**config.mk**
```make
export PLATFORM = sky130hd
export DESIGN_NAME = temp_offset_correction
export DESIGN_NICKNAME = d
export VERILOG_FILES = /design/src/verilog/temp_offset_correction.v
export VERILOG_INCLUDE_DIRS = /design/src /design/src/pkg
export SDC_FILE = /design/constraint.sdc
export NUM_CORES = 1
export LEC_CHECK = 0
export BUFFER_PORTS_ARGS = -buffer_cell sky130_fd_sc_hd__clkbuf_2
export CAP_MARGIN = 20
export CORE_UTILIZATION = 50
export DETAILED_ROUTE_END_ITERATION = 10
export GPL_ROUTABILITY_DRIVEN = 0
export PLACE_DENSITY = 0.9
export SYNTH_ARGS = -nofsm -noshare
export SYNTH_HDL_FRONTEND = slang
export SYNTH_SLANG_ARGS = --single-unit
```
**constraint.sdc**
```tcl
create_clock -name pclk -period 3.98 [get_ports pclk]
set_input_delay 0 -clock pclk [delete_from_list [all_inputs] [get_ports pclk]]
set_output_delay 0 -clock pclk [all_outputs]
set_load 0.01 [all_outputs]
```
**src/pkg/temp_offset_regs.vh**
```
// Register map, field layout and reset constants of the temperature offset correction block
// Functional notes
// - Local sign clear: add local offset
// - Local sign set: subtract local offset
// - Local magnitude in bits 3:0, 0..15
// - Remote sign clear: add remote offset
// - Remote sign set: subtract remote offset
// - Remote magnitude in bits 3:0, 0..15
// - Bits 6:4 writable, read back zero
// - Local offset register resets to zero
// - Remote offset register resets to zero
`ifndef TEMP_OFFSET_REGS_VH
`define TEMP_OFFSET_REGS_VH

// ****************************************
// Register indices and byte addresses
// ****************************************
`define LOCAL_CORR_IDX 6'h0d
`define REMOTE_CORR_IDX 6'h0e
`define LOCAL_CORR_ADDR ({`LOCAL_CORR_IDX, 2'b00})
`define REMOTE_CORR_ADDR ({`REMOTE_CORR_IDX, 2'b00})
`define CLIP_STATUS_ADDR 8'h40
`define LOCAL_READING_ADDR 8'h44
`define REMOTE_READING_ADDR 8'h48

// ****************************************
// Fields and reset values
// ****************************************
`define CORR_SIGN_BIT 7
`define CORR_RSVD_HI 6
`define CORR_RSVD_LO 4
`define CORR_MAG_HI 3
`define CORR_MAG_LO 0
`define CORR_RESET 8'h00
`define READING_RESET 8'h00
`define CLIP_LOCAL_BIT 0
`define CLIP_REMOTE_BIT 1
`define CLIP_RESET 2'h0
`define TEMP_MAX 10'h07f
`define TEMP_MIN 10'h380
`define READING_MAX 8'h7f
`define READING_MIN 8'h80
`define FLAG_RESET 1'b0
`define CORR_RSVD_ZERO 3'h0
`define GUARD_ZERO 6'h00

`endif

```
**src/verilog/temp_offset_correction.v**
```verilog
// Offset correction of local and remote temperature readings with an APB register port
//
// Implementation choice: the APB interface to the registers.
`timescale 1ns/1ps
`include "temp_offset_regs.vh"

// ****************************************
// Offset register of one channel
// ****************************************
module corr_register (
    // Clock, reset and clock enable
    input wire pclk,
    input wire presetn,
    input wire ce,
    // Write port
    input wire wr_en,
    input wire [7:0] wr_data,
    // Stored value and bus view
    output reg [7:0] value,
    output wire [7:0] read_view
);

    // Reserved bits are stored as written but hidden from reads
    always @(posedge pclk or negedge presetn) begin
        if (!presetn) begin
            value <= `CORR_RESET;
        end else if (ce) begin
            if (wr_en) begin
                value <= wr_data;
            end
        end
    end

    // ****************************************
    // Bus view
    // ****************************************
    assign read_view = {value[`CORR_SIGN_BIT], `CORR_RSVD_ZERO, value[`CORR_MAG_HI:`CORR_MAG_LO]};

endmodule

// ****************************************
// Correction arithmetic of one channel
// ****************************************
module offset_apply (
    // Raw sample and correction setting
    input wire [7:0] raw,
    input wire [7:0] corr,
    // Corrected value and clip indication
    output reg [7:0] result,
    output reg clipped
);

    reg [9:0] ext;
    reg [9:0] mag;
    reg [9:0] sum;

    // Two guard bits keep the true sum visible before saturation,
    // so a large offset never wraps a hot reading into a cold one
    always @* begin
        ext = {raw[7], raw[7], raw};
        mag = {`GUARD_ZERO, corr[`CORR_MAG_HI:`CORR_MAG_LO]};
        if (corr[`CORR_SIGN_BIT]) begin
            sum = ext - mag;
        end else begin
            sum = ext + mag;
        end
        if (!sum[9] && (sum > `TEMP_MAX)) begin
            result = `READING_MAX;
            clipped = 1'b1;
        end else if (sum[9] && (sum < `TEMP_MIN)) begin
            result = `READING_MIN;
            clipped = 1'b1;
        end else begin
            result = sum[7:0];
            clipped = 1'b0;
        end
    end

endmodule

// ****************************************
// Stored reading of one channel
// ****************************************
module reading_stage (
    // Clock, reset and clock enable
    input wire pclk,
    input wire presetn,
    input wire ce,
    // Corrected sample
    input wire sample_valid,
    input wire [7:0] corrected,
    // Reported reading
    output reg [7:0] reading,
    output reg reading_valid
);

    // Only corrected values are ever stored, so all later users agree
    always @(posedge pclk or negedge presetn) begin
        if (!presetn) begin
            reading <= `READING_RESET;
            reading_valid <= 1'b0;
        end else if (ce) begin
            reading_valid <= sample_valid;
            if (sample_valid) begin
                reading <= corrected;
            end
        end
    end

endmodule

// ****************************************
// Sticky flag, write one to clear
// ****************************************
module sticky_flag (
    // Clock, reset and clock enable
    input wire pclk,
    input wire presetn,
    input wire ce,
    // Events
    input wire set,
    input wire clear,
    // State
    output reg flag
);

    reg next_flag;

    // A new event in the clearing cycle survives the clear
    always @* begin
        next_flag = set | (flag & ~clear);
    end

    always @(posedge pclk or negedge presetn) begin
        if (!presetn) begin
            flag <= `FLAG_RESET;
        end else if (ce) begin
            flag <= next_flag;
        end
    end

endmodule

module temp_offset_correction (
    // Clock, reset and clock enable
    input wire pclk,
    input wire presetn,
    input wire ce,
    // APB slave
    input wire [7:0] paddr,
    input wire psel,
    input wire penable,
    input wire pwrite,
    input wire [31:0] pwdata,
    input wire [3:0] pstrb,
    output reg [31:0] prdata,
    output wire pready,
    output reg pslverr,
    // Raw conversion results
    input wire [7:0] raw_local,
    input wire raw_local_valid,
    input wire [7:0] raw_remote,
    input wire raw_remote_valid,
    // Corrected readings
    output wire [7:0] local_reading,
    output wire local_reading_valid,
    output wire [7:0] remote_reading,
    output wire remote_reading_valid
);

    // ****************************************
    // Signals
    // ****************************************
    wire [7:0] local_corr;
    wire [7:0] remote_corr;
    wire [7:0] local_view;
    wire [7:0] remote_view;
    wire [7:0] local_result;
    wire [7:0] remote_result;
    wire local_over;
    wire remote_over;
    wire local_clip;
    wire remote_clip;
    wire [1:0] clip_status;
    wire [1:0] clip_clear;
    reg [31:0] next_prdata;
    reg next_pslverr;
    wire setup_phase;
    wire access_wr;
    wire lane0_wr;
    wire hit_local;
    wire hit_remote;
    wire hit_clip;
    wire local_wr;
    wire remote_wr;
    wire clip_wr;

    // ****************************************
    // Bus decode
    // ****************************************
    // Bus stalls while the clock enable is low, since no state may move
    assign pready = ce;
    assign setup_phase = psel && !penable;
    assign access_wr = psel && penable && pwrite && ce;
    assign lane0_wr = access_wr && pstrb[0];
    assign hit_local = (paddr == `LOCAL_CORR_ADDR);
    assign hit_remote = (paddr == `REMOTE_CORR_ADDR);
    assign hit_clip = (paddr == `CLIP_STATUS_ADDR);
    assign local_wr = lane0_wr && hit_local;
    assign remote_wr = lane0_wr && hit_remote;
    assign clip_wr = lane0_wr && hit_clip;
    assign clip_clear = clip_wr ? pwdata[1:0] : `CLIP_RESET;

    // ****************************************
    // Offset registers
    // ****************************************
    corr_register corr_register_local (
        .pclk(pclk),
        .presetn(presetn),
        .ce(ce),
        .wr_en(local_wr),
        .wr_data(pwdata[7:0]),
        .value(local_corr),
        .read_view(local_view)
    );

    corr_register corr_register_remote (
        .pclk(pclk),
        .presetn(presetn),
        .ce(ce),
        .wr_en(remote_wr),
        .wr_data(pwdata[7:0]),
        .value(remote_corr),
        .read_view(remote_view)
    );

    // ****************************************
    // Correction
    // ****************************************
    offset_apply offset_apply_local (
        .raw(raw_local),
        .corr(local_corr),
        .result(local_result),
        .clipped(local_over)
    );

    offset_apply offset_apply_remote (
        .raw(raw_remote),
        .corr(remote_corr),
        .result(remote_result),
        .clipped(remote_over)
    );

    // ****************************************
    // Clip status, write one to clear
    // ****************************************
    sticky_flag sticky_flag_local (
        .pclk(pclk),
        .presetn(presetn),
        .ce(ce),
        .set(raw_local_valid && local_over),
        .clear(clip_clear[`CLIP_LOCAL_BIT]),
        .flag(local_clip)
    );

    sticky_flag sticky_flag_remote (
        .pclk(pclk),
        .presetn(presetn),
        .ce(ce),
        .set(raw_remote_valid && remote_over),
        .clear(clip_clear[`CLIP_REMOTE_BIT]),
        .flag(remote_clip)
    );

    assign clip_status = {remote_clip, local_clip};

    // ****************************************
    // Corrected readings
    // ****************************************
    reading_stage reading_stage_local (
        .pclk(pclk),
        .presetn(presetn),
        .ce(ce),
        .sample_valid(raw_local_valid),
        .corrected(local_result),
        .reading(local_reading),
        .reading_valid(local_reading_valid)
    );

    reading_stage reading_stage_remote (
        .pclk(pclk),
        .presetn(presetn),
        .ce(ce),
        .sample_valid(raw_remote_valid),
        .corrected(remote_result),
        .reading(remote_reading),
        .reading_valid(remote_reading_valid)
    );

    // ****************************************
    // Read path
    // ****************************************
    // Read data is captured at the end of the setup cycle
    always @* begin
        next_prdata = 32'h00000000;
        next_pslverr = 1'b0;
        case (paddr)
            `LOCAL_CORR_ADDR: begin
                next_prdata[7:0] = local_view;
            end
            `REMOTE_CORR_ADDR: begin
                next_prdata[7:0] = remote_view;
            end
            `CLIP_STATUS_ADDR: begin
                next_prdata[1:0] = clip_status;
            end
            `LOCAL_READING_ADDR: begin
                next_prdata[7:0] = pwrite ? 8'h00 : local_reading;
                next_pslverr = pwrite;
            end
            `REMOTE_READING_ADDR: begin
                next_prdata[7:0] = pwrite ? 8'h00 : remote_reading;
                next_pslverr = pwrite;
            end
            default: begin
                next_pslverr = 1'b1;
            end
        endcase
    end

    always @(posedge pclk or negedge presetn) begin
        if (!presetn) begin
            prdata <= 32'h00000000;
            pslverr <= 1'b0;
        end else if (ce) begin
            if (setup_phase) begin
                prdata <= pwrite ? 32'h00000000 : next_prdata;
                pslverr <= next_pslverr;
            end else if (!psel) begin
                pslverr <= 1'b0;
            end
        end
    end

endmodule

```
==> metrics.log <==
[metrics] number of flops mapped to enable cells by yosys: 0
[metrics] actual slew at the worst max-slew pin: 958 ps
[metrics] routed vias/inst: 5.80
[metrics] clock tree from TritonCTS: yes
[metrics] achievable clock frequency: 292 MHz
[metrics] Antenna Diode Count: 0
[metrics] PwrDens: 305 mW/mm^2
[metrics] die outline width: 79.9 um
[metrics] outcome: completed
[metrics] Hold Crit Class: in -> reg
[metrics] Root Buffer Master: sky130_fd_sc_hd__clkbuf_8
[metrics] final cell count without fillers: 476
[metrics] DR vias: 2759
[metrics] Critical Path AT: 3610 ps
[metrics] Post-CTS Repair Setup Buffers: 0
[metrics] drt pass-1 iters: 6
[metrics] yosys warns: 0
[metrics] share of cells above drive strength 1: 24.2%
[metrics] clock latency reported for the late side of the worst-skew pair: 290 ps
[metrics] post-synth cell types: 56
[metrics] Core Rows: 28
[metrics] number of global-route vias before repair: 2470
[metrics] area delta synth->final: 14.8%
[metrics] maximum level of the CTS H-tree: 2
[metrics] number of slew-limit violations in the final report: 0
[metrics] wire length of the first global-routing pass: 11500 um
[metrics] detailed-placement wirelength estimate: 5720 um
[metrics] cell at the slowest stage of the critical path: sky130_fd_sc_hd__or4_1
[metrics] total grt overflow: 0
[metrics] post-synthesis instance area: 0.00303 sq mm
[metrics] total count of hold-check failures in the final report: 0
[metrics] critical-path cell list: inv_1, ha_1, or3b_1, or2b_1, ha_1, a21o_1, a21o_1, or4_1, a22oi_2, a21oi_2, a22o_1
[metrics] worst clock skew: 7.17 ps
[metrics] share of the clock period used by the worst path: 86.1%
[metrics] Layout fillers: 523
[metrics] setup-violating endpoint count in the final report: 0
[metrics] Min Hold Slack: 13.4 ps
[metrics] required time reported for the critical path endpoint: 4160 ps
[metrics] Worst Setup Start Kind: flip-flop
[metrics] core footprint: 0.00589 sq mm
[metrics] largest net degree at the start of global routing: 40
[metrics] crit path setup slack, layout: 553 ps
[metrics] Async S/R FF share, synth: 100%
[metrics] number of buffers on the longest clock path: 2
[metrics] Setup TNS Final: 0 ps
[metrics] number of buffers added on ports: 65
[metrics] post-synthesis register bit count: 39
[metrics] gr usage total: 23.2%
[metrics] number of antenna violations at the first check in global routing: 0
[metrics] final period demand of the worst path: 3430 ps
[metrics] maximum net fanout on the critical path: 11
[metrics] number of clock buffers inserted by TritonCTS: 5
[metrics] most frequently used flop master after synthesis: sky130_fd_sc_hd__dfrtp_1
[metrics] crit end category: flip-flop
[metrics] DRC viols: 0
[metrics] hold buffers post-CTS: 5
[metrics] number of nets in the layout: 490
[metrics] type of the worst setup path: reg -> reg
[metrics] Routed WL per cell: 15.3 um
[metrics] antenna-violating nets left: 0
[metrics] die area: 0.00638 sq mm
[metrics] synthesized instance count: 333
[metrics] number of resized instances in the post-cts repair step: 0
[metrics] vertical die dimension: 79.9 um
[metrics] number of clock sinks seen by CTS: 39
[metrics] wire length after detailed routing: 7300 um
[metrics] worst setup timing slack at the placement stage: 596 ps
[metrics] number of max-cap violations: 0
[metrics] Seq/Total Area, Yosys: 32.2%
[metrics] reported leakage power: 1.65 nW
[metrics] I/O pin cnt: 120
[metrics] unrepaired setup endpoints after global routing: no
[metrics] VDD IR max: 181 uV
[metrics] DR iter-0 viols: 264
[metrics] fin util: 59.1%
[metrics] most used cells in the layout excluding fill and tap cells: 65 x sky130_fd_sc_hd__clkbuf_2, 39 x sky130_fd_sc_hd__dfrtp_1, 31 x sky130_fd_sc_hd__nand2_1
[metrics] CP max stage delay: 500 ps
[metrics] Rel. slew slack: 36.1%
[metrics] clock-pin slew on the worst setup and hold paths: 70 ps
[metrics] mean post-synth cell area: 9.11 sq um
[metrics] placed cells: 463
[metrics] leading cell type in the layout, fill and taps excluded: sky130_fd_sc_hd__clkbuf_2
[metrics] initial cell density of the core: 51.5%
## layout make-up
cell class | count | area, sq um | area share (%)
clock buffers | 6 | 82.6 | 2.37
clock inverters | 2 | 35.0 | 1.01
inverters | 16 | 60.1 | 1.73
multi-input cells | 267 | 1850 | 53.2
flip-flops and latches | 39 | 976 | 28.0
well taps | 75 | 93.8 | 2.70
repair buffers | 71 | 383 | 11.0
## worst max-delay path: cells and delay by family, from the launching register on
| family | cells | cell delay [ps] |
|---|---|---|
| fa+ha+maj | 2 | 450 |
| flops | 1 | 440 |
| simple gates | 3 | 1090 |
| compound gates | 5 | 1230 |
| buf+inv | 1 | 80 |
## through the flow
stage	area [sq um]	total power, mW
after global placement	3310	0.712
after global routing	3480	1.11
after CTS	3480	1.06
after detailed placement	3310	0.723
final	3480	1.06
after floorplan	3120	0.638
## registers in the layout (all words and copies together) (netlist names), 5 cells and up
signal,cells
prdata,8
reading_stage_local.reading,8
reading_stage_remote.reading,8
corr_register_local.value,5
corr_register_remote.value,5
## metal layers
layer  GRT usage (%)  part of all wire, %  up-vias
met4            4.64                  1.5        0
met1            32.1                   42     1299
li1                -                    -     1292
met3            3.89                  9.3       11
met2            38.1                   47      157
met5               0                    0        -
## worst paths after layout
kind	slack, ps	to	depth (start not counted)	start
worst max-delay path	550	reading_stage_local.reading[3]	11	corr_register_local.value[0]
worst min-delay path	10	corr_register_local.value[0]	2	pwdata[0]
worst max register to register	550	reading_stage_local.reading[3]	11	corr_register_local.value[0]
worst min register to register	490	prdata[1]	2	prdata[1]
max in group asynchronous	3000	corr_register_remote.value[3]	2	presetn
min in group asynchronous	390	prdata[4]	2	presetn
## cell usage after synthesis (2+ instances only)
cell	count	share of area (%)
sky130_fd_sc_hd__a211oi_1	2	0.49
sky130_fd_sc_hd__a21boi_0	3	0.74
sky130_fd_sc_hd__a21o_1	6	1.5
sky130_fd_sc_hd__a21oi_1	12	2.0
sky130_fd_sc_hd__a222oi_1	2	0.66
sky130_fd_sc_hd__a22o_1	12	3.5
sky130_fd_sc_hd__a22oi_1	9	2.2
sky130_fd_sc_hd__a31oi_1	3	0.62
sky130_fd_sc_hd__and2_1	5	1.0
sky130_fd_sc_hd__buf_4	25	6.2
sky130_fd_sc_hd__clkbuf_1	7	0.87
sky130_fd_sc_hd__dfrtp_1	39	32
sky130_fd_sc_hd__fa_1	2	1.3
sky130_fd_sc_hd__ha_1	20	8.3
sky130_fd_sc_hd__inv_1	16	2.0
sky130_fd_sc_hd__mux2_2	14	5.2
sky130_fd_sc_hd__mux2i_1	3	0.99
sky130_fd_sc_hd__nand2_1	31	3.8
sky130_fd_sc_hd__nand2b_1	3	0.62
sky130_fd_sc_hd__nand3_1	6	0.99
sky130_fd_sc_hd__nand3b_1	2	0.49
sky130_fd_sc_hd__nor2_1	14	1.7
sky130_fd_sc_hd__nor2b_1	4	0.82
sky130_fd_sc_hd__nor3_1	7	1.2
sky130_fd_sc_hd__o21a_1	8	2.0
sky130_fd_sc_hd__o21ai_0	27	4.5
sky130_fd_sc_hd__o22ai_1	3	0.62
sky130_fd_sc_hd__o31ai_1	3	0.74
sky130_fd_sc_hd__or2_2	3	0.62
sky130_fd_sc_hd__xnor2_1	10	2.9
sky130_fd_sc_hd__xor2_1	7	2.0
## cells by family (layout without fill, tap and decap cells)
logic type / Yosys count / count (layout) / share of synthesized area (%)
mux: 17 / 17 / 6.19
other cells: 1 / 24 / 0.124
buf+inv: 50 / 95 / 9.65
simple gates: 88 / 88 / 15.1
flops: 39 / 39 / 32.2
compound gates: 98 / 98 / 21.9
fa+ha+maj: 23 / 23 / 9.90
xor+xnor: 17 / 17 / 4.91
## power breakdown
group	switching, mW	internal, mW	leakage (nW)	total [mW]
logic	0.150	0.107	1.08	0.258
clock network	0.137	0.203	0.0612	0.339
registers	0.0361	0.430	0.504	0.466
total	0.323	0.740	1.65	1.06
Power figures use the tool's default switching activity.
